===== config.mk =====
export PLATFORM = sky130hd
export DESIGN_NAME = sfr_reset_state_logic
export DESIGN_NICKNAME = d
export VERILOG_FILES = /design/src/sfr_reset_pkg.sv /design/src/sfr_cell.sv /design/src/sfr_reset_state_logic.sv
export SDC_FILE = /design/constraint.sdc
export NUM_CORES = 1
export LEC_CHECK = 0
export ABC_AREA = 1
export BUFFER_PORTS_ARGS = -buffer_cell sky130_fd_sc_hd__buf_2
export CAP_MARGIN = 15
export CORE_UTILIZATION = 57
export CTS_CLUSTER_DIAMETER = 80
export DETAILED_ROUTE_END_ITERATION = 8
export PLACE_DENSITY_LB_ADDON = 0.05
export SLEW_MARGIN = 25
export SYNTH_ARGS = -nofsm -noshare
export SYNTH_HDL_FRONTEND = slang
export SYNTH_SLANG_ARGS = --single-unit

===== constraint.sdc =====
create_clock -name pclk -period 1.9 [get_ports pclk]
set_clock_uncertainty 0.05 [all_clocks]
set_input_delay 0 -clock pclk [delete_from_list [all_inputs] [get_ports pclk]]
set_output_delay 0 -clock pclk [all_outputs]
set_load 0.02 [all_outputs]

===== src/sfr_reset_pkg.sv =====
/*
  package for the special function register reset logic: offsets, field positions, reset values.
  assumes an 8-bit register file reached over a 32-bit apb slave, one word per register.
*/
package sfr_reset_pkg;
  // ----------------------------------------------------------------
  // register indices (byte address is four times the index)
  // ----------------------------------------------------------------
  localparam logic [7:0] IDX_INDIRECT = 8'h00;
  localparam logic [7:0] IDX_TIMER = 8'h01;
  localparam logic [7:0] IDX_PC_LOW = 8'h02;
  localparam logic [7:0] IDX_STATUS = 8'h03;
  localparam logic [7:0] IDX_POINTER = 8'h04;
  localparam logic [7:0] IDX_PORT_A = 8'h05;
  localparam logic [7:0] IDX_PORT_B = 8'h06;
  localparam logic [7:0] IDX_NV_DATA = 8'h08;
  localparam logic [7:0] IDX_NV_ADDR = 8'h09;
  localparam logic [7:0] IDX_PC_HIGH = 8'h0A;
  localparam logic [7:0] IDX_INTCTL = 8'h0B;
  localparam logic [7:0] IDX_BANK1 = 8'h80;
  localparam logic [7:0] IDX_OPTION = 8'h81;
  localparam logic [7:0] IDX_DIR_A = 8'h85;
  localparam logic [7:0] IDX_DIR_B = 8'h86;
  localparam logic [7:0] IDX_NV_CTL = 8'h88;
  localparam logic [7:0] IDX_NV_UNLOCK = 8'h89;
  localparam logic [7:0] IDX_WORKING = 8'h0C;
  localparam logic [7:0] IDX_WAKE_PC = 8'h0D;

  // ----------------------------------------------------------------
  // field positions
  // ----------------------------------------------------------------
  localparam int STATUS_TO_BIT = 4;
  localparam int STATUS_PD_BIT = 3;
  localparam int INTCTL_GIE_BIT = 7;
  localparam int NV_NV_WRITE_ERROR_BIT = 3;

  // ----------------------------------------------------------------
  // reset values and masks
  // ----------------------------------------------------------------
  localparam logic [7:0] PC_LOW_RST = 8'h00;
  localparam logic [7:0] IRQ_VECTOR = 8'h04;
  localparam logic [4:0] PC_HIGH_RST = 5'h00;
  localparam logic [7:0] DIR_B_RST = 8'hFF;
  localparam logic [4:0] DIR_A_RST = 5'h1F;
  localparam logic [7:0] OPTION_RST = 8'hFF;
  localparam logic [7:0] STATUS_POR = 8'h18;
  localparam logic [7:0] STATUS_OTHER_MASK = 8'h1F;
  localparam logic [7:0] INTCTL_OTHER_MASK = 8'h01;
  localparam logic [4:0] NV_CTL_RST = 5'h00;
  localparam logic [7:0] UNDEF_FILL = 8'h00;
  localparam logic [31:0] DATA_ZERO = 32'h0000_0000;
endpackage


===== src/sfr_cell.sv =====
/*
  one special function register with a load strobe and an async clear.
  assumes the caller folds any reset-class action into the load strobe and load value.
*/
`timescale 1ns/10ps
module sfr_cell #(
  parameter int WIDTH = 8
) (
  input wire logic pclk, // core clock
  input wire logic presetn, // async reset, active low
  input wire logic clk_en, // freezes state when low
  input wire logic ld, // load strobe
  input wire logic [WIDTH-1:0] ld_val, // value to load
  output logic [WIDTH-1:0] q_ff // register value
);
  if (WIDTH < 1 || WIDTH > 8) begin : g_width_chk
    $error("sfr_cell width out of range");
  end

  always_ff @(posedge pclk or negedge presetn) begin
    if (!presetn) begin
      q_ff <= '0;
    end else if (clk_en && ld) begin
      q_ff <= ld_val;
    end
  end
endmodule // sfr_cell


===== src/sfr_reset_state_logic.sv =====
/*
  special function register bank with reset-class actions, apb register access.
  assumes reset-class inputs are one-cycle pulses synchronous to pclk, at most one at a time.
*/
`timescale 1ns/10ps
module sfr_reset_state_logic (
  input wire logic pclk, // core clock, 40 MHz
  input wire logic presetn, // async reset, active low
  input wire logic clk_en, // freezes all state when low
  input wire logic por_pulse, // power-on reset class
  input wire logic master_clear_pin_wdt_pulse, // master clear or watchdog reset class
  input wire logic wdt_cause, // with master_clear_pin_wdt_pulse: watchdog caused it
  input wire logic wake_pulse, // wake-up from halt
  input wire logic wake_by_wdt, // with wake_pulse: watchdog time-out
  input wire logic [7:0] wake_flags, // interrupt flags that caused wake-up
  input wire logic nv_err_cond, // write error condition at reset
  input wire logic psel, // apb select
  input wire logic penable, // apb enable
  input wire logic pwrite, // apb direction
  input wire logic [11:0] paddr, // apb byte address
  input wire logic [31:0] pwdata, // apb write data
  output logic [31:0] prdata, // apb read data
  output logic pready, // apb ready
  output logic pslverr, // apb error
  output logic [7:0] pc_low_ff, // program counter low byte
  output logic [4:0] dir_a_ff, // port a direction
  output logic [7:0] dir_b_ff // port b direction
);
  // ----------------------------------------------------------------
  // bus decode
  // ----------------------------------------------------------------
  logic acc;
  logic wr;
  logic [7:0] idx;
  logic hit;
  logic [7:0] wd;

  function automatic logic mapped(input logic [7:0] i);
    unique case (i)
      sfr_reset_pkg::IDX_INDIRECT, sfr_reset_pkg::IDX_TIMER, sfr_reset_pkg::IDX_PC_LOW,
      sfr_reset_pkg::IDX_STATUS, sfr_reset_pkg::IDX_POINTER, sfr_reset_pkg::IDX_PORT_A,
      sfr_reset_pkg::IDX_PORT_B, sfr_reset_pkg::IDX_NV_DATA, sfr_reset_pkg::IDX_NV_ADDR,
      sfr_reset_pkg::IDX_PC_HIGH, sfr_reset_pkg::IDX_INTCTL, sfr_reset_pkg::IDX_WORKING,
      sfr_reset_pkg::IDX_WAKE_PC, sfr_reset_pkg::IDX_BANK1, sfr_reset_pkg::IDX_OPTION,
      sfr_reset_pkg::IDX_DIR_A, sfr_reset_pkg::IDX_DIR_B, sfr_reset_pkg::IDX_NV_CTL,
      sfr_reset_pkg::IDX_NV_UNLOCK, (sfr_reset_pkg::IDX_PC_LOW | sfr_reset_pkg::IDX_BANK1),
      (sfr_reset_pkg::IDX_STATUS | sfr_reset_pkg::IDX_BANK1),
      (sfr_reset_pkg::IDX_POINTER | sfr_reset_pkg::IDX_BANK1),
      (sfr_reset_pkg::IDX_PC_HIGH | sfr_reset_pkg::IDX_BANK1),
      (sfr_reset_pkg::IDX_INTCTL | sfr_reset_pkg::IDX_BANK1): mapped = 1'b1;
      default: mapped = 1'b0;
    endcase
  endfunction

  // mirrored bank 1 registers fold onto bank 0
  function automatic logic [7:0] fold(input logic [7:0] i);
    unique case (i)
      (sfr_reset_pkg::IDX_PC_LOW | sfr_reset_pkg::IDX_BANK1),
      (sfr_reset_pkg::IDX_STATUS | sfr_reset_pkg::IDX_BANK1),
      (sfr_reset_pkg::IDX_POINTER | sfr_reset_pkg::IDX_BANK1),
      (sfr_reset_pkg::IDX_PC_HIGH | sfr_reset_pkg::IDX_BANK1),
      (sfr_reset_pkg::IDX_INTCTL | sfr_reset_pkg::IDX_BANK1): fold = i & 8'h7F;
      default: fold = i;
    endcase
  endfunction

  // write taken once, at the first access edge only
  assign acc = psel && penable && clk_en && !pready;
  assign idx = fold(paddr[9:2]);
  assign hit = mapped(paddr[9:2]) && (paddr[11:10] == 2'h0) && (paddr[1:0] == 2'h0);
  // writes go nowhere while a reset class is active
  assign wr = acc && pwrite && hit && !(por_pulse || master_clear_pin_wdt_pulse || wake_pulse);
  assign wd = pwdata[7:0];

  function automatic logic wsel(input logic [7:0] i);
    wsel = wr && (idx == i);
  endfunction

  // ----------------------------------------------------------------
  // retained data registers
  // ----------------------------------------------------------------
  logic [7:0] timer_ff;
  logic [7:0] pointer_ff;
  logic [7:0] working_ff;
  logic [7:0] nv_data_ff;
  logic [7:0] nv_addr_ff;
  logic [4:0] port_a_ff;
  logic [7:0] port_b_ff;

  always_ff @(posedge pclk or negedge presetn) begin
    if (!presetn) begin
      timer_ff <= sfr_reset_pkg::UNDEF_FILL;
      pointer_ff <= sfr_reset_pkg::UNDEF_FILL;
      working_ff <= sfr_reset_pkg::UNDEF_FILL;
      nv_data_ff <= sfr_reset_pkg::UNDEF_FILL;
      nv_addr_ff <= sfr_reset_pkg::UNDEF_FILL;
    end else if (clk_en) begin
      if (wsel(sfr_reset_pkg::IDX_TIMER)) timer_ff <= wd;
      if (wsel(sfr_reset_pkg::IDX_POINTER)) pointer_ff <= wd;
      if (wsel(sfr_reset_pkg::IDX_WORKING)) working_ff <= wd;
      if (wsel(sfr_reset_pkg::IDX_NV_DATA)) nv_data_ff <= wd;
      if (wsel(sfr_reset_pkg::IDX_NV_ADDR)) nv_addr_ff <= wd;
    end
  end

  // port latches keep after every reset class, power-on included; only presetn clears them
  always_ff @(posedge pclk or negedge presetn) begin
    if (!presetn) begin
      port_a_ff <= '0;
      port_b_ff <= sfr_reset_pkg::UNDEF_FILL;
    end else if (clk_en) begin
      if (wsel(sfr_reset_pkg::IDX_PORT_A)) port_a_ff <= wd[4:0];
      if (wsel(sfr_reset_pkg::IDX_PORT_B)) port_b_ff <= wd;
    end
  end

  // ----------------------------------------------------------------
  // program counter
  // ----------------------------------------------------------------
  logic [7:0] wake_pc_ff;
  logic [7:0] intctl_ff;

  always_ff @(posedge pclk or negedge presetn) begin
    if (!presetn) begin
      wake_pc_ff <= sfr_reset_pkg::PC_LOW_RST;
    end else if (clk_en && wsel(sfr_reset_pkg::IDX_WAKE_PC)) begin
      wake_pc_ff <= wd;
    end
  end

  always_ff @(posedge pclk or negedge presetn) begin
    if (!presetn) begin
      pc_low_ff <= sfr_reset_pkg::PC_LOW_RST;
    end else if (clk_en) begin
      if (por_pulse || master_clear_pin_wdt_pulse) begin
        pc_low_ff <= sfr_reset_pkg::PC_LOW_RST;
      end else if (wake_pulse) begin
        if (!wake_by_wdt && intctl_ff[sfr_reset_pkg::INTCTL_GIE_BIT]) begin
          pc_low_ff <= sfr_reset_pkg::IRQ_VECTOR;
        end else begin
          pc_low_ff <= 8'(wake_pc_ff + 8'h01);
        end
      end else if (wsel(sfr_reset_pkg::IDX_PC_LOW)) begin
        pc_low_ff <= wd;
      end
    end
  end

  // ----------------------------------------------------------------
  // pc high latch and option (via cell module), direction
  // ----------------------------------------------------------------
  logic [4:0] pc_high_q;
  logic [7:0] option_q;
  logic hard_rst;
  assign hard_rst = por_pulse || master_clear_pin_wdt_pulse;

  // pc high cleared on hard reset, kept on wake
  sfr_cell #(.WIDTH(5)) u_pc_high (
    .pclk(pclk),
    .presetn(presetn),
    .clk_en(clk_en),
    .ld(hard_rst || wsel(sfr_reset_pkg::IDX_PC_HIGH)),
    .ld_val(hard_rst ? sfr_reset_pkg::PC_HIGH_RST : wd[4:0]),
    .q_ff(pc_high_q)
  );

  // option all ones on hard reset
  logic [7:0] option_raw;
  sfr_cell #(.WIDTH(8)) u_option (
    .pclk(pclk),
    .presetn(presetn),
    .clk_en(clk_en),
    .ld(hard_rst || wsel(sfr_reset_pkg::IDX_OPTION)),
    .ld_val(hard_rst ? 8'h00 : ~wd),
    .q_ff(option_raw)
  );
  // stored inverted so the async reset value reads as all ones
  assign option_q = option_raw ^ sfr_reset_pkg::OPTION_RST;

  // directions all ones on power-on and master clear or watchdog reset, kept on wake
  always_ff @(posedge pclk or negedge presetn) begin
    if (!presetn) begin
      dir_a_ff <= sfr_reset_pkg::DIR_A_RST;
      dir_b_ff <= sfr_reset_pkg::DIR_B_RST;
    end else if (clk_en) begin
      if (hard_rst) begin
        dir_a_ff <= sfr_reset_pkg::DIR_A_RST;
        dir_b_ff <= sfr_reset_pkg::DIR_B_RST;
      end else begin
        if (wsel(sfr_reset_pkg::IDX_DIR_A)) dir_a_ff <= wd[4:0];
        if (wsel(sfr_reset_pkg::IDX_DIR_B)) dir_b_ff <= wd;
      end
    end
  end

  // ----------------------------------------------------------------
  // interrupt control, status, nv control
  // ----------------------------------------------------------------
  logic [7:0] status_ff;
  logic [4:0] nv_ctl_ff;

  // one register serves both bank addresses
  always_ff @(posedge pclk or negedge presetn) begin
    if (!presetn) begin
      intctl_ff <= 8'h00;
    end else if (clk_en) begin
      if (por_pulse) begin
        intctl_ff <= 8'h00;
      end else if (master_clear_pin_wdt_pulse) begin
        intctl_ff <= intctl_ff & sfr_reset_pkg::INTCTL_OTHER_MASK;
      end else if (wake_pulse) begin
        intctl_ff <= intctl_ff | wake_flags;
      end else if (wsel(sfr_reset_pkg::IDX_INTCTL)) begin
        intctl_ff <= wd;
      end
    end
  end

  always_ff @(posedge pclk or negedge presetn) begin
    if (!presetn) begin
      status_ff <= sfr_reset_pkg::STATUS_POR;
    end else if (clk_en) begin
      if (por_pulse) begin
        status_ff <= sfr_reset_pkg::STATUS_POR;
      end else if (master_clear_pin_wdt_pulse) begin
        status_ff <= status_ff & sfr_reset_pkg::STATUS_OTHER_MASK;
        if (wdt_cause) begin
          status_ff[sfr_reset_pkg::STATUS_TO_BIT] <= 1'b0;
          status_ff[sfr_reset_pkg::STATUS_PD_BIT] <= 1'b1;
        end
      end else if (wake_pulse) begin
        status_ff[sfr_reset_pkg::STATUS_TO_BIT] <= !wake_by_wdt;
        status_ff[sfr_reset_pkg::STATUS_PD_BIT] <= 1'b0;
      end else if (wsel(sfr_reset_pkg::IDX_STATUS)) begin
        // cause bits are read-only to software
        status_ff <= {wd[7:5], status_ff[4:3], wd[2:0]};
      end
    end
  end

  // nv control clears on hard reset, error bit by condition on master clear or watchdog reset, kept on wake
  always_ff @(posedge pclk or negedge presetn) begin
    if (!presetn) begin
      nv_ctl_ff <= sfr_reset_pkg::NV_CTL_RST;
    end else if (clk_en) begin
      if (por_pulse) begin
        nv_ctl_ff <= sfr_reset_pkg::NV_CTL_RST;
      end else if (master_clear_pin_wdt_pulse) begin
        nv_ctl_ff <= sfr_reset_pkg::NV_CTL_RST;
        nv_ctl_ff[sfr_reset_pkg::NV_NV_WRITE_ERROR_BIT] <= nv_err_cond;
      end else if (wsel(sfr_reset_pkg::IDX_NV_CTL)) begin
        nv_ctl_ff <= wd[4:0];
      end
    end
  end

  // ----------------------------------------------------------------
  // read mux and apb answer
  // ----------------------------------------------------------------
  logic [7:0] rd;
  always_comb begin
    rd = 8'h00;
    // unimplemented bits and locations read zero
    unique case (idx)
      sfr_reset_pkg::IDX_TIMER: rd = timer_ff;
      sfr_reset_pkg::IDX_PC_LOW: rd = pc_low_ff;
      sfr_reset_pkg::IDX_STATUS: rd = status_ff;
      sfr_reset_pkg::IDX_POINTER: rd = pointer_ff;
      sfr_reset_pkg::IDX_PORT_A: rd = {3'h0, port_a_ff};
      sfr_reset_pkg::IDX_PORT_B: rd = port_b_ff;
      sfr_reset_pkg::IDX_NV_DATA: rd = nv_data_ff;
      sfr_reset_pkg::IDX_NV_ADDR: rd = nv_addr_ff;
      sfr_reset_pkg::IDX_PC_HIGH: rd = {3'h0, pc_high_q};
      sfr_reset_pkg::IDX_INTCTL: rd = intctl_ff;
      sfr_reset_pkg::IDX_WORKING: rd = working_ff;
      sfr_reset_pkg::IDX_WAKE_PC: rd = wake_pc_ff;
      sfr_reset_pkg::IDX_OPTION: rd = option_q;
      sfr_reset_pkg::IDX_DIR_A: rd = {3'h0, dir_a_ff};
      sfr_reset_pkg::IDX_DIR_B: rd = dir_b_ff;
      sfr_reset_pkg::IDX_NV_CTL: rd = {3'h0, nv_ctl_ff};
      default: rd = 8'h00;
    endcase
  end

  always_ff @(posedge pclk or negedge presetn) begin
    if (!presetn) begin
      prdata <= sfr_reset_pkg::DATA_ZERO;
      pready <= 1'b0;
      pslverr <= 1'b0;
    end else if (clk_en) begin
      pready <= psel && penable && !pready;
      pslverr <= psel && penable && !pready && !hit;
      prdata <= (psel && penable && !pready && hit && !pwrite) ? {24'h0, rd} : sfr_reset_pkg::DATA_ZERO;
    end
  end

  // ----------------------------------------------------------------
  // checks
  // ----------------------------------------------------------------
  a_hard_pc_clear: assert property (@(posedge pclk) disable iff (!presetn)
    (clk_en && (por_pulse || master_clear_pin_wdt_pulse)) |=> pc_low_ff == sfr_reset_pkg::PC_LOW_RST)
    else $error("pc low not cleared");
  a_wake_vector: assert property (@(posedge pclk) disable iff (!presetn)
    (clk_en && wake_pulse && !por_pulse && !master_clear_pin_wdt_pulse && !wake_by_wdt && intctl_ff[7])
    |=> pc_low_ff == sfr_reset_pkg::IRQ_VECTOR)
    else $error("vector not loaded");
  a_pc_high_clear: assert property (@(posedge pclk) disable iff (!presetn)
    (clk_en && hard_rst) |=> pc_high_q == sfr_reset_pkg::PC_HIGH_RST)
    else $error("pc high not cleared");
  a_dir_ones: assert property (@(posedge pclk) disable iff (!presetn)
    (clk_en && hard_rst) |=> (dir_b_ff == sfr_reset_pkg::DIR_B_RST && dir_a_ff == sfr_reset_pkg::DIR_A_RST))
    else $error("direction not all ones");
  a_option_ones: assert property (@(posedge pclk) disable iff (!presetn)
    (clk_en && hard_rst) |=> option_q == sfr_reset_pkg::OPTION_RST)
    else $error("option not all ones");
  a_master_clear_pin_keeps_cause: assert property (@(posedge pclk) disable iff (!presetn)
    (clk_en && master_clear_pin_wdt_pulse && !por_pulse && !wdt_cause) |=> $stable(status_ff[4:3]))
    else $error("cause bits changed on master clear");
  a_intctl_bit0: assert property (@(posedge pclk) disable iff (!presetn)
    (clk_en && master_clear_pin_wdt_pulse && !por_pulse) |=> (intctl_ff[7:1] == 7'h00 && intctl_ff[0] == $past(intctl_ff[0])))
    else $error("interrupt control wrong after reset");
  a_retain_data: assert property (@(posedge pclk) disable iff (!presetn)
    (clk_en && (master_clear_pin_wdt_pulse || wake_pulse)) |=> $stable(nv_data_ff) && $stable(nv_addr_ff))
    else $error("nv data lost on reset");
  a_apb_ready: assert property (@(posedge pclk) disable iff (!presetn)
    (clk_en && psel && penable && !pready) |=> pready)
    else $error("apb answer late");
endmodule // sfr_reset_state_logic


* Word level (Yosys, flattened, before mapping)
Cells that the tools add are included.
** Operators by class
- $add $sub $neg :: 1
- Eq/ne operators :: 43
- Muxes and demuxes :: 28
- Bitwise logic cells :: 3
- Reduce and logical (&&, ||, !) cells :: 71
** Operators by type and width (number)
- 8-bit two-way mux :: 16
- 8-bit one-hot mux with 16 select lines :: 1
- 8-bit equality test, second input constant :: 15
- 8-bit by 4-bit equality test with 1-bit output, second input constant :: 12
- 8-bit by 3-bit equality test with 1-bit output, second input constant :: 6
- 8-bit by 2-bit equality test with 1-bit output, second input constant :: 4
- 1-bit logical AND :: 32
- 5-bit two-way mux :: 6
- 2-bit AND reduction :: 12
- 24-bit OR reduction :: 1
- 8-bit by 1-bit equality test with 1-bit output, second input constant :: 2
- 8-bit NOT :: 2
- 3-bit nonzero test :: 5
- 3-bit AND reduction :: 3
- 8-bit by 1-bit adder with 8-bit output, second input constant :: 1
- 8-bit zero test :: 1
- 8-bit OR :: 1
- 3-bit two-way mux :: 2
- 2-bit nonzero test :: 3
- 1-bit zero test :: 5
- 5-bit OR reduction :: 1
- 2-bit zero test :: 2
- 1-bit logical OR :: 4
- 2-bit two-way mux :: 2
- other kinds (6) :: 7
** Storage, ports and cells
- Register bits :: 150
- Input port bits :: 64
- Output and inout port bits :: 55
- Word-level logic and storage cells :: 168

* Longest topological paths before layout
Gate-level depths: netlist of the first run.
- Depth after elaboration :: 12
- Depth in mapped cells :: 12
- Mapped depth without buffers :: 12

* Cells and area by module
Synthesis of the first run repeated with hierarchy kept, for this count alone.
** Unflattened totals
- Cells, all modules :: 973
- Area total of the unflattened synthesis :: 7076.8 um2
** Modules (own cells, without submodules)
- sfr_reset_state_logic :: times used 1, cells an instance 917, area each 6540.0 um2, seq. area each 2846.5 um2
- sfr_cell (u_option) :: times used 1, cells an instance 35, area each 342.8 um2, seq. area each 200.2 um2
- sfr_cell (u_pc_high) :: times used 1, cells an instance 21, area each 193.9 um2, seq. area each 125.1 um2

* Worst setup path before layout of the first run
OpenSTA, ideal clock, no wires.
- Path type :: reg-to-reg
- Start point :: register pready
- End point :: register wake_pc_ff[6]
- Setup time :: 0.118 ns
- Arrival time :: 1.519 ns
- Data required time :: 1.732 ns
- Path slack :: 0.213 ns
- Stages on the path, launching flop included :: 10
- Buffers on the path :: 1
- Clock period less this slack :: 1.687 ns
- Cells stage by stage :: dfrtp_1 > nor2_1 > nand2_1 > inv_1 > nand4_4 > nor2_4 > buf_2 > nor2_1 > a21oi_1 > inv_1
** Between the ends
- Longest elaborated chain between the ends :: 7
** Ends and longest elaborated chain
- start, declared :: RTL line sfr_reset_state_logic.sv:23 : output logic pready,
- start signal, assigned :: RTL line sfr_reset_state_logic.sv:291 : pready <= psel && penable && !pready;
- 1-bit zero test :: RTL line sfr_reset_state_logic.sv:68 : assign acc = psel && penable && clk_en && !pready;
- 1-bit logical AND :: RTL line sfr_reset_state_logic.sv:68
- 1-bit logical AND (3 in a row) :: RTL line sfr_reset_state_logic.sv:72 : assign wr = acc && pwrite && hit && !(por_pulse || master_clear_pin_wdt_pulse || wake_pulse);
- 1-bit logical AND :: RTL line sfr_reset_state_logic.sv:76 : wsel = wr && (idx == i);
- 1-bit logical AND :: RTL line sfr_reset_state_logic.sv:126 : end else if (clk_en && wsel(sfr_reset_pkg::IDX_WAKE_PC)) begin
- end signal, assigned :: RTL line sfr_reset_state_logic.sv:125 : wake_pc_ff <= sfr_reset_pkg::PC_LOW_RST;
- end signal, assigned :: RTL line sfr_reset_state_logic.sv:127 : wake_pc_ff <= wd;
- end, declared :: RTL line sfr_reset_state_logic.sv:120 : logic [7:0] wake_pc_ff;
Every way passes these cells.
A chain may end at the register's enable or synchronous reset.

* Final worst setup path of the first run
- Start point :: input port wake_by_wdt
- End point :: register status_ff[4]
** Between the ends
- Longest elaborated chain between the ends :: 4
** Ends and longest elaborated chain
- start, declared :: RTL line sfr_reset_state_logic.sv:14 : input wire logic wake_by_wdt,
- 1-bit zero test :: RTL line sfr_reset_state_logic.sv:232 : status_ff[sfr_reset_pkg::STATUS_TO_BIT] <= !wake_by_wdt;
- 2-bit two-way mux :: RTL line sfr_reset_state_logic.sv:231 : end else if (wake_pulse) begin
- 8-bit two-way mux :: RTL line sfr_reset_state_logic.sv:225 : end else if (master_clear_pin_wdt_pulse) begin
- 8-bit two-way mux :: RTL line sfr_reset_state_logic.sv:223 : if (por_pulse) begin
- end signal, assigned :: RTL line sfr_reset_state_logic.sv:224 : status_ff <= sfr_reset_pkg::STATUS_POR;
- end signal, assigned :: RTL line sfr_reset_state_logic.sv:226 : status_ff <= status_ff & sfr_reset_pkg::STATUS_OTHER_MASK;
- end signal, assigned by index :: RTL line sfr_reset_state_logic.sv:232
- end, declared :: RTL line sfr_reset_state_logic.sv:199 : logic [7:0] status_ff;
Every way passes these cells. The select of a mux whose other input is x is not followed.

==> qor.yml, run 1 <==
worst_setup_path:
  crit_arrival_ns: 2.07
  worstSetupEndpointType: "flip-flop"
  crit_type: "in -> reg"
  required_ns: 2.19
  cp-startpoint: "wake_by_wdt"
  r2r_start: "pready"
  worstRegToRegCells: 9
  start_kind: "input port"
  reg2reg_to: "timer_ff[7]"
  reg2reg_setup_slack_ns: 0.16
  worstPathMaxFanout: 2
clock_tree:
  cts_buffers: 17
  clock_tree.htree_level_count: 4
  clk_path_buf_depth: 2
  cts_sinks: 126
  clockRootBuffer: "clkbuf_16"
  clk_pin_slew_worst_paths_ns: 0.05
  cts_tree: "yes"
  clk_latency_ns: 0.42
pwr:
  switching_power_mw: 1.662
  combPwrFrac: 0.098
  ir_drop_uv: 551.3
  swShare: 0.2470
  power.density_nw_per_um2: 797.8
  leakagePower_nw: 4.364
  seq_power_share: 0.424
  power.total_mw: 6.730
  power_frac_clock: 0.479
  internal_power_mw: 5.068
detailed_routing:
  wl_per_cell_um: 16.10
  route.vias.total: 6454
  drcViolationCount: 0
  antenna_left: 0
  drt_iter0_drc: 667
  routed_wl_mm: 19.89
  firstDrtPassIters: 5
  avgViaCountPerCell: 5.226
hold_path:
  min_path_type: "in -> reg"
  min_to: "timer_ff[3]"
  min_from: "pwdata[3]"
  hold_path_depth: 3
synth:
  synth_mux_area_frac: 0
  synth_top_family_by_area: "simple AND/OR/NAND/NOR gates"
  ys_types: 37
  synth-seq-area-share: 0.4534
  synth.avg_cell_area_um2: 7.295
  synth-xor-area-share: 0.005008
  yosys_warnings: 0
  yosys.area_share.simple: 0.3211
  synth_seq_cells: 126
  syn-cell-area_um2: 6995
  synth_cells: 959
  synth_fa_ha_area_frac: 0.001789
  synth_compound_area_frac: 0.1039
floorplanning:
  die_h_um: 112.8
  rows: 40
  dieArea_um2: 12720
  start_util: 0.5824
  core_um2: 12010
  ios: 119
  die_x_um: 112.8
place:
  dpl_cell_area_um2: 7513
  dp_hpwl_mm: 13.99
  pre_cts_ws_ns: 0.1194
  dp_cells: 1176
  globalplace.congestion: 0.9157
  io_buffers: 70
global_routing:
  grt_overflow: 0
  track_usage: 0.3310
  antenna_found_initial: 0
  grt_max_degree: 56
  grt_pass1_wl_mm: 31.26
  grt_pass1_vias: 5993
outcome:
  status: "finished clean"
sta:
  timing.final.hold_violations: 0
  rsz0062_at_grt: "no"
  fin_hold_ws_ns: 0.002606
  period_minus_slack_ns: 1.781
  setup_slack_ns: 0.1191
  max_freq_ghz: 0.5615
  setup_violations: 0
  setup_tns_ns: 0
  maxSlewViolCount: 0
  finalCritPeriodShare: 0.9373
final_layout:
  fin_util: 0.7023
  layout_common_cells: "nand2_1 (271), nor2_1 (123), inv_1 (121), dfrtp_1 (111), nand3_1 (76)"
  final_common_cell: "nand2_1"
  insertedDiodeCount: 0
  layoutNonFillerInstCount: 1235
  finish.instance_area_um2: 8436
  final_layout_size_suffix_gt1_frac: 0.1801
  layout.nets: 1142
  syn2layout_area_growth_pct: 20.59
job:
  cap_viol_max_count: 0
==> cells in the mapped netlist, drive strengths merged <==
cell,number,share of area
a21oi,62,0.049
o31ai,2,0.0021
inv,131,0.070
nand3,76,0.054
and2,1,0.0011
nor3,8,0.0088
a31oi,2,0.0018
o2111ai,1,0.0013
nor2,141,0.091
conb,1,0.00054
nand2,283,0.16
dfstp,15,0.056
ha,1,0.0018
buf,36,0.039
xnor2,1,0.0013
or2,6,0.0054
nand4,2,0.0039
o21ai,65,0.049
xor2,3,0.0038
dfrtp,111,0.40
o22ai,1,0.00089
clkinv,2,0.0011
clkbuf,8,0.0043
==> area by class of cell <==
| cell class | count | area [um^2] |
|---|---|---|
| multi-input combinational | 679 | 3136 |
| timing repair buffer | 120 | 860.8 |
| sequential | 126 | 3172 |
| fill | 1038 | 3576 |
| inverter | 133 | 499.2 |
| clock inverter | 6 | 82.58 |
| tap | 147 | 183.9 |
| clock buffer | 24 | 501.7 |
==> worst max-delay path by stage <==
stage	to	slack, ns	cells past startpoint
CTS	pc_low_ff[4]	0.13	9
global route	working_ff[4]	0.01	9
floorplan	wake_pc_ff[6]	0.21	9
global placement	pc_low_ff[2]	0.14	9
detailed placement	wake_pc_ff[6]	0.12	8
finish	status_ff[4]	0.12	7
==> metal layers <==
metal,vias to the layer above,global-route usage,share of wire
li1,3184,-,-
met1,2965,0.4695,0.46
met2,255,0.4951,0.44
met3,50,0.07766,0.070
met4,0,0.1244,0.032
met5,-,0,0
==> worst max-delay path, cell delays in order <==
cell,delay (ns)
dlygate4sd3_1,0.53
buf_2,0.13
nor2_1,0.09
dlygate4sd3_1,0.55
nor2_1,0.04
dlygate4sd3_1,0.55
o21ai_0,0.19
==> power by group through the flow <==
stage                     Clock, mW  Sequential [mW]  Combinational, mW
after floorplan                   0             2.93              0.331
after global placement            0             2.89              0.599
after detailed placement          0             2.89              0.606
after CTS                      3.24             2.85              0.646
after global routing           3.36             2.86              0.720
final                          3.22             2.85              0.657
==> registers in the layout, indices dropped and copies added (netlist names) <==
| register | cells |
|---|---|
| dir_b_ff | 8 |
| intctl_ff | 8 |
| nv_addr_ff | 8 |
| nv_data_ff | 8 |
| pc_low_ff | 8 |
| pointer_ff | 8 |
| port_b_ff | 8 |
| prdata | 8 |
| status_ff | 8 |
| timer_ff | 8 |
| u_option.q_ff | 8 |
| wake_pc_ff | 8 |
| working_ff | 8 |
| dir_a_ff | 5 |
| nv_ctl_ff | 5 |
| port_a_ff | 5 |
| u_pc_high.q_ff | 5 |
| pready | 1 |
| pslverr | 1 |
==> cells by family (layout without fill, tap and decap cells) <==
logic type / after synthesis / in the layout
AOI/OAI and AO/OA: 133 / 133
other: 1 / 24
adders and majority gates: 1 / 1
xor gates and xnor gates: 4 / 4
and+or+nand+nor: 517 / 517
DFF: 126 / 126
buffers and inverters: 177 / 283
==> what timing repair did <==
action,in CTS,in global routing
hold buffers,23,0
endpoints found under the setup margin,0,78
gates resized for setup,0,7
hold endpoints to repair,180,0
setup buffers,0,6
(Power assumes the default switching activity.)
==> run 2, diff against run 1 <==
ABC_AREA = unset   (was 1)
==> run 2 against run 1 <==
  * The flow now finishes with violations (design-rule violations, negative setup slack)
  * Design area up 7.3%
  * Die area fell by 1.1%
  * Synthesized cell count down 31%
  * Maximum frequency decreased by 15%
  * Synthesized area is 1.1% lower
  * Global-route usage increased by 5.7 points
  * Non-clock buffer count increased by 74
  * Critical path depth shrank 2
  * Worst hold slack improved by 0.016 ns
  * Sequential cell count did not move
  * Largest power group unchanged
  * Largest cell class is now multi-input combinational cells
  * Combinational power grew 10%
==> qor.yml, run 2 <==
worst_setup_path:
  r2r_start: "pready"
  path_cells: "and4b_2 -> and2_4 -> nand3_4 -> or4_4 -> mux2_4"
  worstSetupEndpointType: "flip-flop"
  slowest_stage: "or4_4"
  reg2reg_setup_slack_ns: -0.19  # -0.35 ns
  crit_buf_inv: 0  # -4
  critPathMaxStageDelay_ns: 0.61  # +0.06 ns
  worstPathMaxFanout: 8  # +6
  reg2reg_to: "port_b_ff[6]"
  required_ns: 2.16  # -0.03 ns
  start_kind: "flip-flop"
  worstRegToRegCells: 5  # -4
  crit_type: "reg -> reg"
  crit_arrival_ns: 2.35  # +0.28 ns
  crit_family: "simple AND/OR/NAND/NOR gates"
detailed_routing:
  antenna_left: 0  # unchanged
  avgViaCountPerCell: 6.421  # +23%
  route.vias.total: 6299  # -2.4%
  drcViolationCount: 6  # +6
  firstDrtPassIters: 9  # +4
  routed_wl_mm: 23.52  # +18%
  wl_per_cell_um: 23.97  # +49%
  drt_iter0_drc: 673  # +0.90%
floorplanning:
  core_um2: 11610  # -3.3%
  ios: 119  # unchanged
  start_util: 0.5956  # +0.01317
  die_x_um: 112.2  # -0.55%
  die_h_um: 112.2  # -0.55%
  dieArea_um2: 12580  # -1.1%
  rows: 39  # -2.5%
hold_path:
  hold_path_depth: 4  # +1
  min_path_type: "in -> reg"
  min_from: "penable"
  min_to: "prdata[5]"
sta:
  relSlewSlack: 0.5761
  rsz0062_at_grt: "yes"
  setup_violations: 69  # +69
  max_freq_ghz: 0.4777  # -15%
  finalCritPeriodShare: 1.102  # +0.1645
  maxSlewViolCount: 0  # unchanged
  setup_slack_ns: -0.1936  # -0.3126 ns
  setup_tns_ns: -6.369  # -6.369 ns
  period_minus_slack_ns: 2.094  # +0.3126 ns
  timing.final.hold_violations: 0  # unchanged
  worst_pin_slew_ns: 0.6199
global_routing:
  track_usage: 0.3884  # +0.05735
  grt_overflow: 0  # unchanged
  grt_max_degree: 48  # -14%
  antenna_found_initial: 0  # unchanged
  grt_pass1_vias: 6375  # +6.4%
  grt_pass1_wl_mm: 35.81  # +15%
synth:
  synth.most_common_cell: "dfrtp_1"
  ys_types: 69  # +86%
  synth_top_family_by_area: "simple AND/OR/NAND/NOR gates"
  synth_compound_area_frac: 0.1398  # +0.03592
  yosys_warnings: 0  # unchanged
  synth_ff_type: "dfrtp_1"
  synth_area_leaders: "dfrtp_1 (40%), mux2_2 (9.9%), dfstp_2 (5.7%)"
  synth_top_cell_by_area: "dfrtp_1"
  synth-xor-area-share: 0.007598  # +0.002590
  synth_common_cells: "dfrtp_1 (111), mux2_2 (61), nor2_1 (46)"
  synth-seq-area-share: 0.4586  # +0.005167
  syn-cell-area_um2: 6917  # -1.1%
  async_reset_ff_frac: 1.000  # unchanged
  netlist.area_leader.share: 0.4016  # +0.004525
  synth_cells: 657  # -31%
  synth_mux_area_frac: 0.1541  # +0.1541
  synth.avg_cell_area_um2: 10.53  # +44%
  synth_fa_ha_area_frac: 0.001809  # +0.00002038
  synth_seq_cells: 126  # unchanged
  synth-edff-count: 0  # unchanged
  yosys.area_share.simple: 0.1789  # -0.1421
pwr:
  power.density_nw_per_um2: 713.7  # -11%
  ir_drop_uv: 622.6  # +13%
  leakagePower_nw: 4.161  # -4.6%
  power.total_mw: 6.460  # -4.0%
final_layout:
  layout.nets: 890  # -22%
  layout_common_cells: "dfrtp_1 (110), buf_4 (85), buf_2 (70), nor2_1 (46), mux2_4 (44)"
  final_common_cell: "dfrtp_1"
  syn2layout_area_growth_pct: 30.86
  final_layout_size_suffix_gt1_frac: 0.3938  # +0.2136
  insertedDiodeCount: 0  # unchanged
clock_tree:
  cts_tree: "yes"
  cts_sinks: 126  # unchanged
  clockRootBuffer: "clkbuf_16"
  clock_tree.htree_level_count: 4  # unchanged
  clk_path_buf_depth: 2  # unchanged
  cts_buffers: 17  # unchanged
  clk_pin_slew_worst_paths_ns: 0.06  # about the same
  clk_latency_ns: 0.43  # about the same
outcome:
  failed_checks: "design-rule violations, negative setup slack"
  status: "finished with violations"
place:
  io_buffers: 70  # unchanged
  dp_hpwl_mm: 16.01  # +14%
  globalplace.congestion: 0.9189  # +0.35%
job:
  cap_viol_max_count: 0  # unchanged
[run 2: changes by cell type in the layout (fill, tap and decap cells not counted), sizes merged, moves of 28 or more]
cell	previous run	this run
a21oi	62	28
buf	97	170
nand2	283	45
inv	131	9
nor2	141	46
o21ai	65	37
mux2	0	74
nand3	76	22
[run 2: metrics by stage]
stage | std cells | area [um^2] | hold slack (ns) | utilization | setup slack (ns)
after floorplan | 680 | 7052 | -0.3456 | - | -0.2642
after global placement | 922 | 7988 | -0.05343 | 0.6878 | -0.2658
after detailed placement | 922 | 7988 | -0.03397 | 0.6878 | -0.2700
after CTS | 980 | 8957 | 0.01176 | 0.7713 | -0.1715
after global routing | 981 | 9051 | 0.05602 | 0.7794 | -0.2222
final | 981 | 9051 | 0.01886 | 0.7794 | -0.1936
[run 2: cell type report]
class	instances	area [um^2]
Fill cell	742	2562
Inverter	7	26.28
Tap cell	143	178.9
Sequential cell	126	3173
Multi-Input combinational cell	479	3705
Timing Repair Buffer	194	1433
Clock buffer	19	442.9
Clock inverter	13	92.59
[run 2: routing by layer]
metal,routed length [um],global-route usage
met1,9504,0.5004
met2,11120,0.6199
met3,1898,0.08099
met4,997,0.2089
met5,0,0
[run 2: power by group]
group	switching (mW)	leakage (nW)	total, mW	internal, mW
clock	1.26	0.252	2.95	1.70
sequential	0.0501	1.69	2.78	2.73
combinational	0.462	2.22	0.725	0.264
[run 2: logic make-up (layout without fill, tap and decap cells)]
kind of cell	Yosys count	after routing
buf+inv	75	233
simple gates	217	217
xor+xnor	6	6
flops	126	126
compound gates	143	143
mux	88	88
other cells	1	24
fa+ha+maj	1	1
[run 2: worst max-delay path by stage]
stage	from	end	slack, ns	cells after the start
6_report	pready	port_b_ff[6]	-0.19	5
5_1_grt	pready	port_b_ff[6]	-0.22	5
4_1_cts	pready	port_b_ff[6]	-0.17	6
3_5_place_dp	pready	port_b_ff[1]	-0.27	6
3_3_place_gp	pready	port_b_ff[2]	-0.27	6
2_1_floorplan	pready	port_b_ff[0]	-0.26	7
[run 2: worst min-delay path, stage by stage]
cell,delay (ns)
buf_2,0.12
nand4b_1,0.12
nor4b_1,0.08
a2bb2oi_1,0.14
[run 2: what timing repair did]
| item | 4_1_cts | 5_1_grt |
|---|---|---|
| endpoints found under the hold margin | 158 | 0 |
| buffers inserted | 4 | 2 |
| pin swaps | 8 | 11 |
| gates cloned | 0 | 1 |
| hold buffers | 24 | 0 |
| gates resized for setup | 51 | 31 |
| setup endpoints to repair | 76 | 92 |
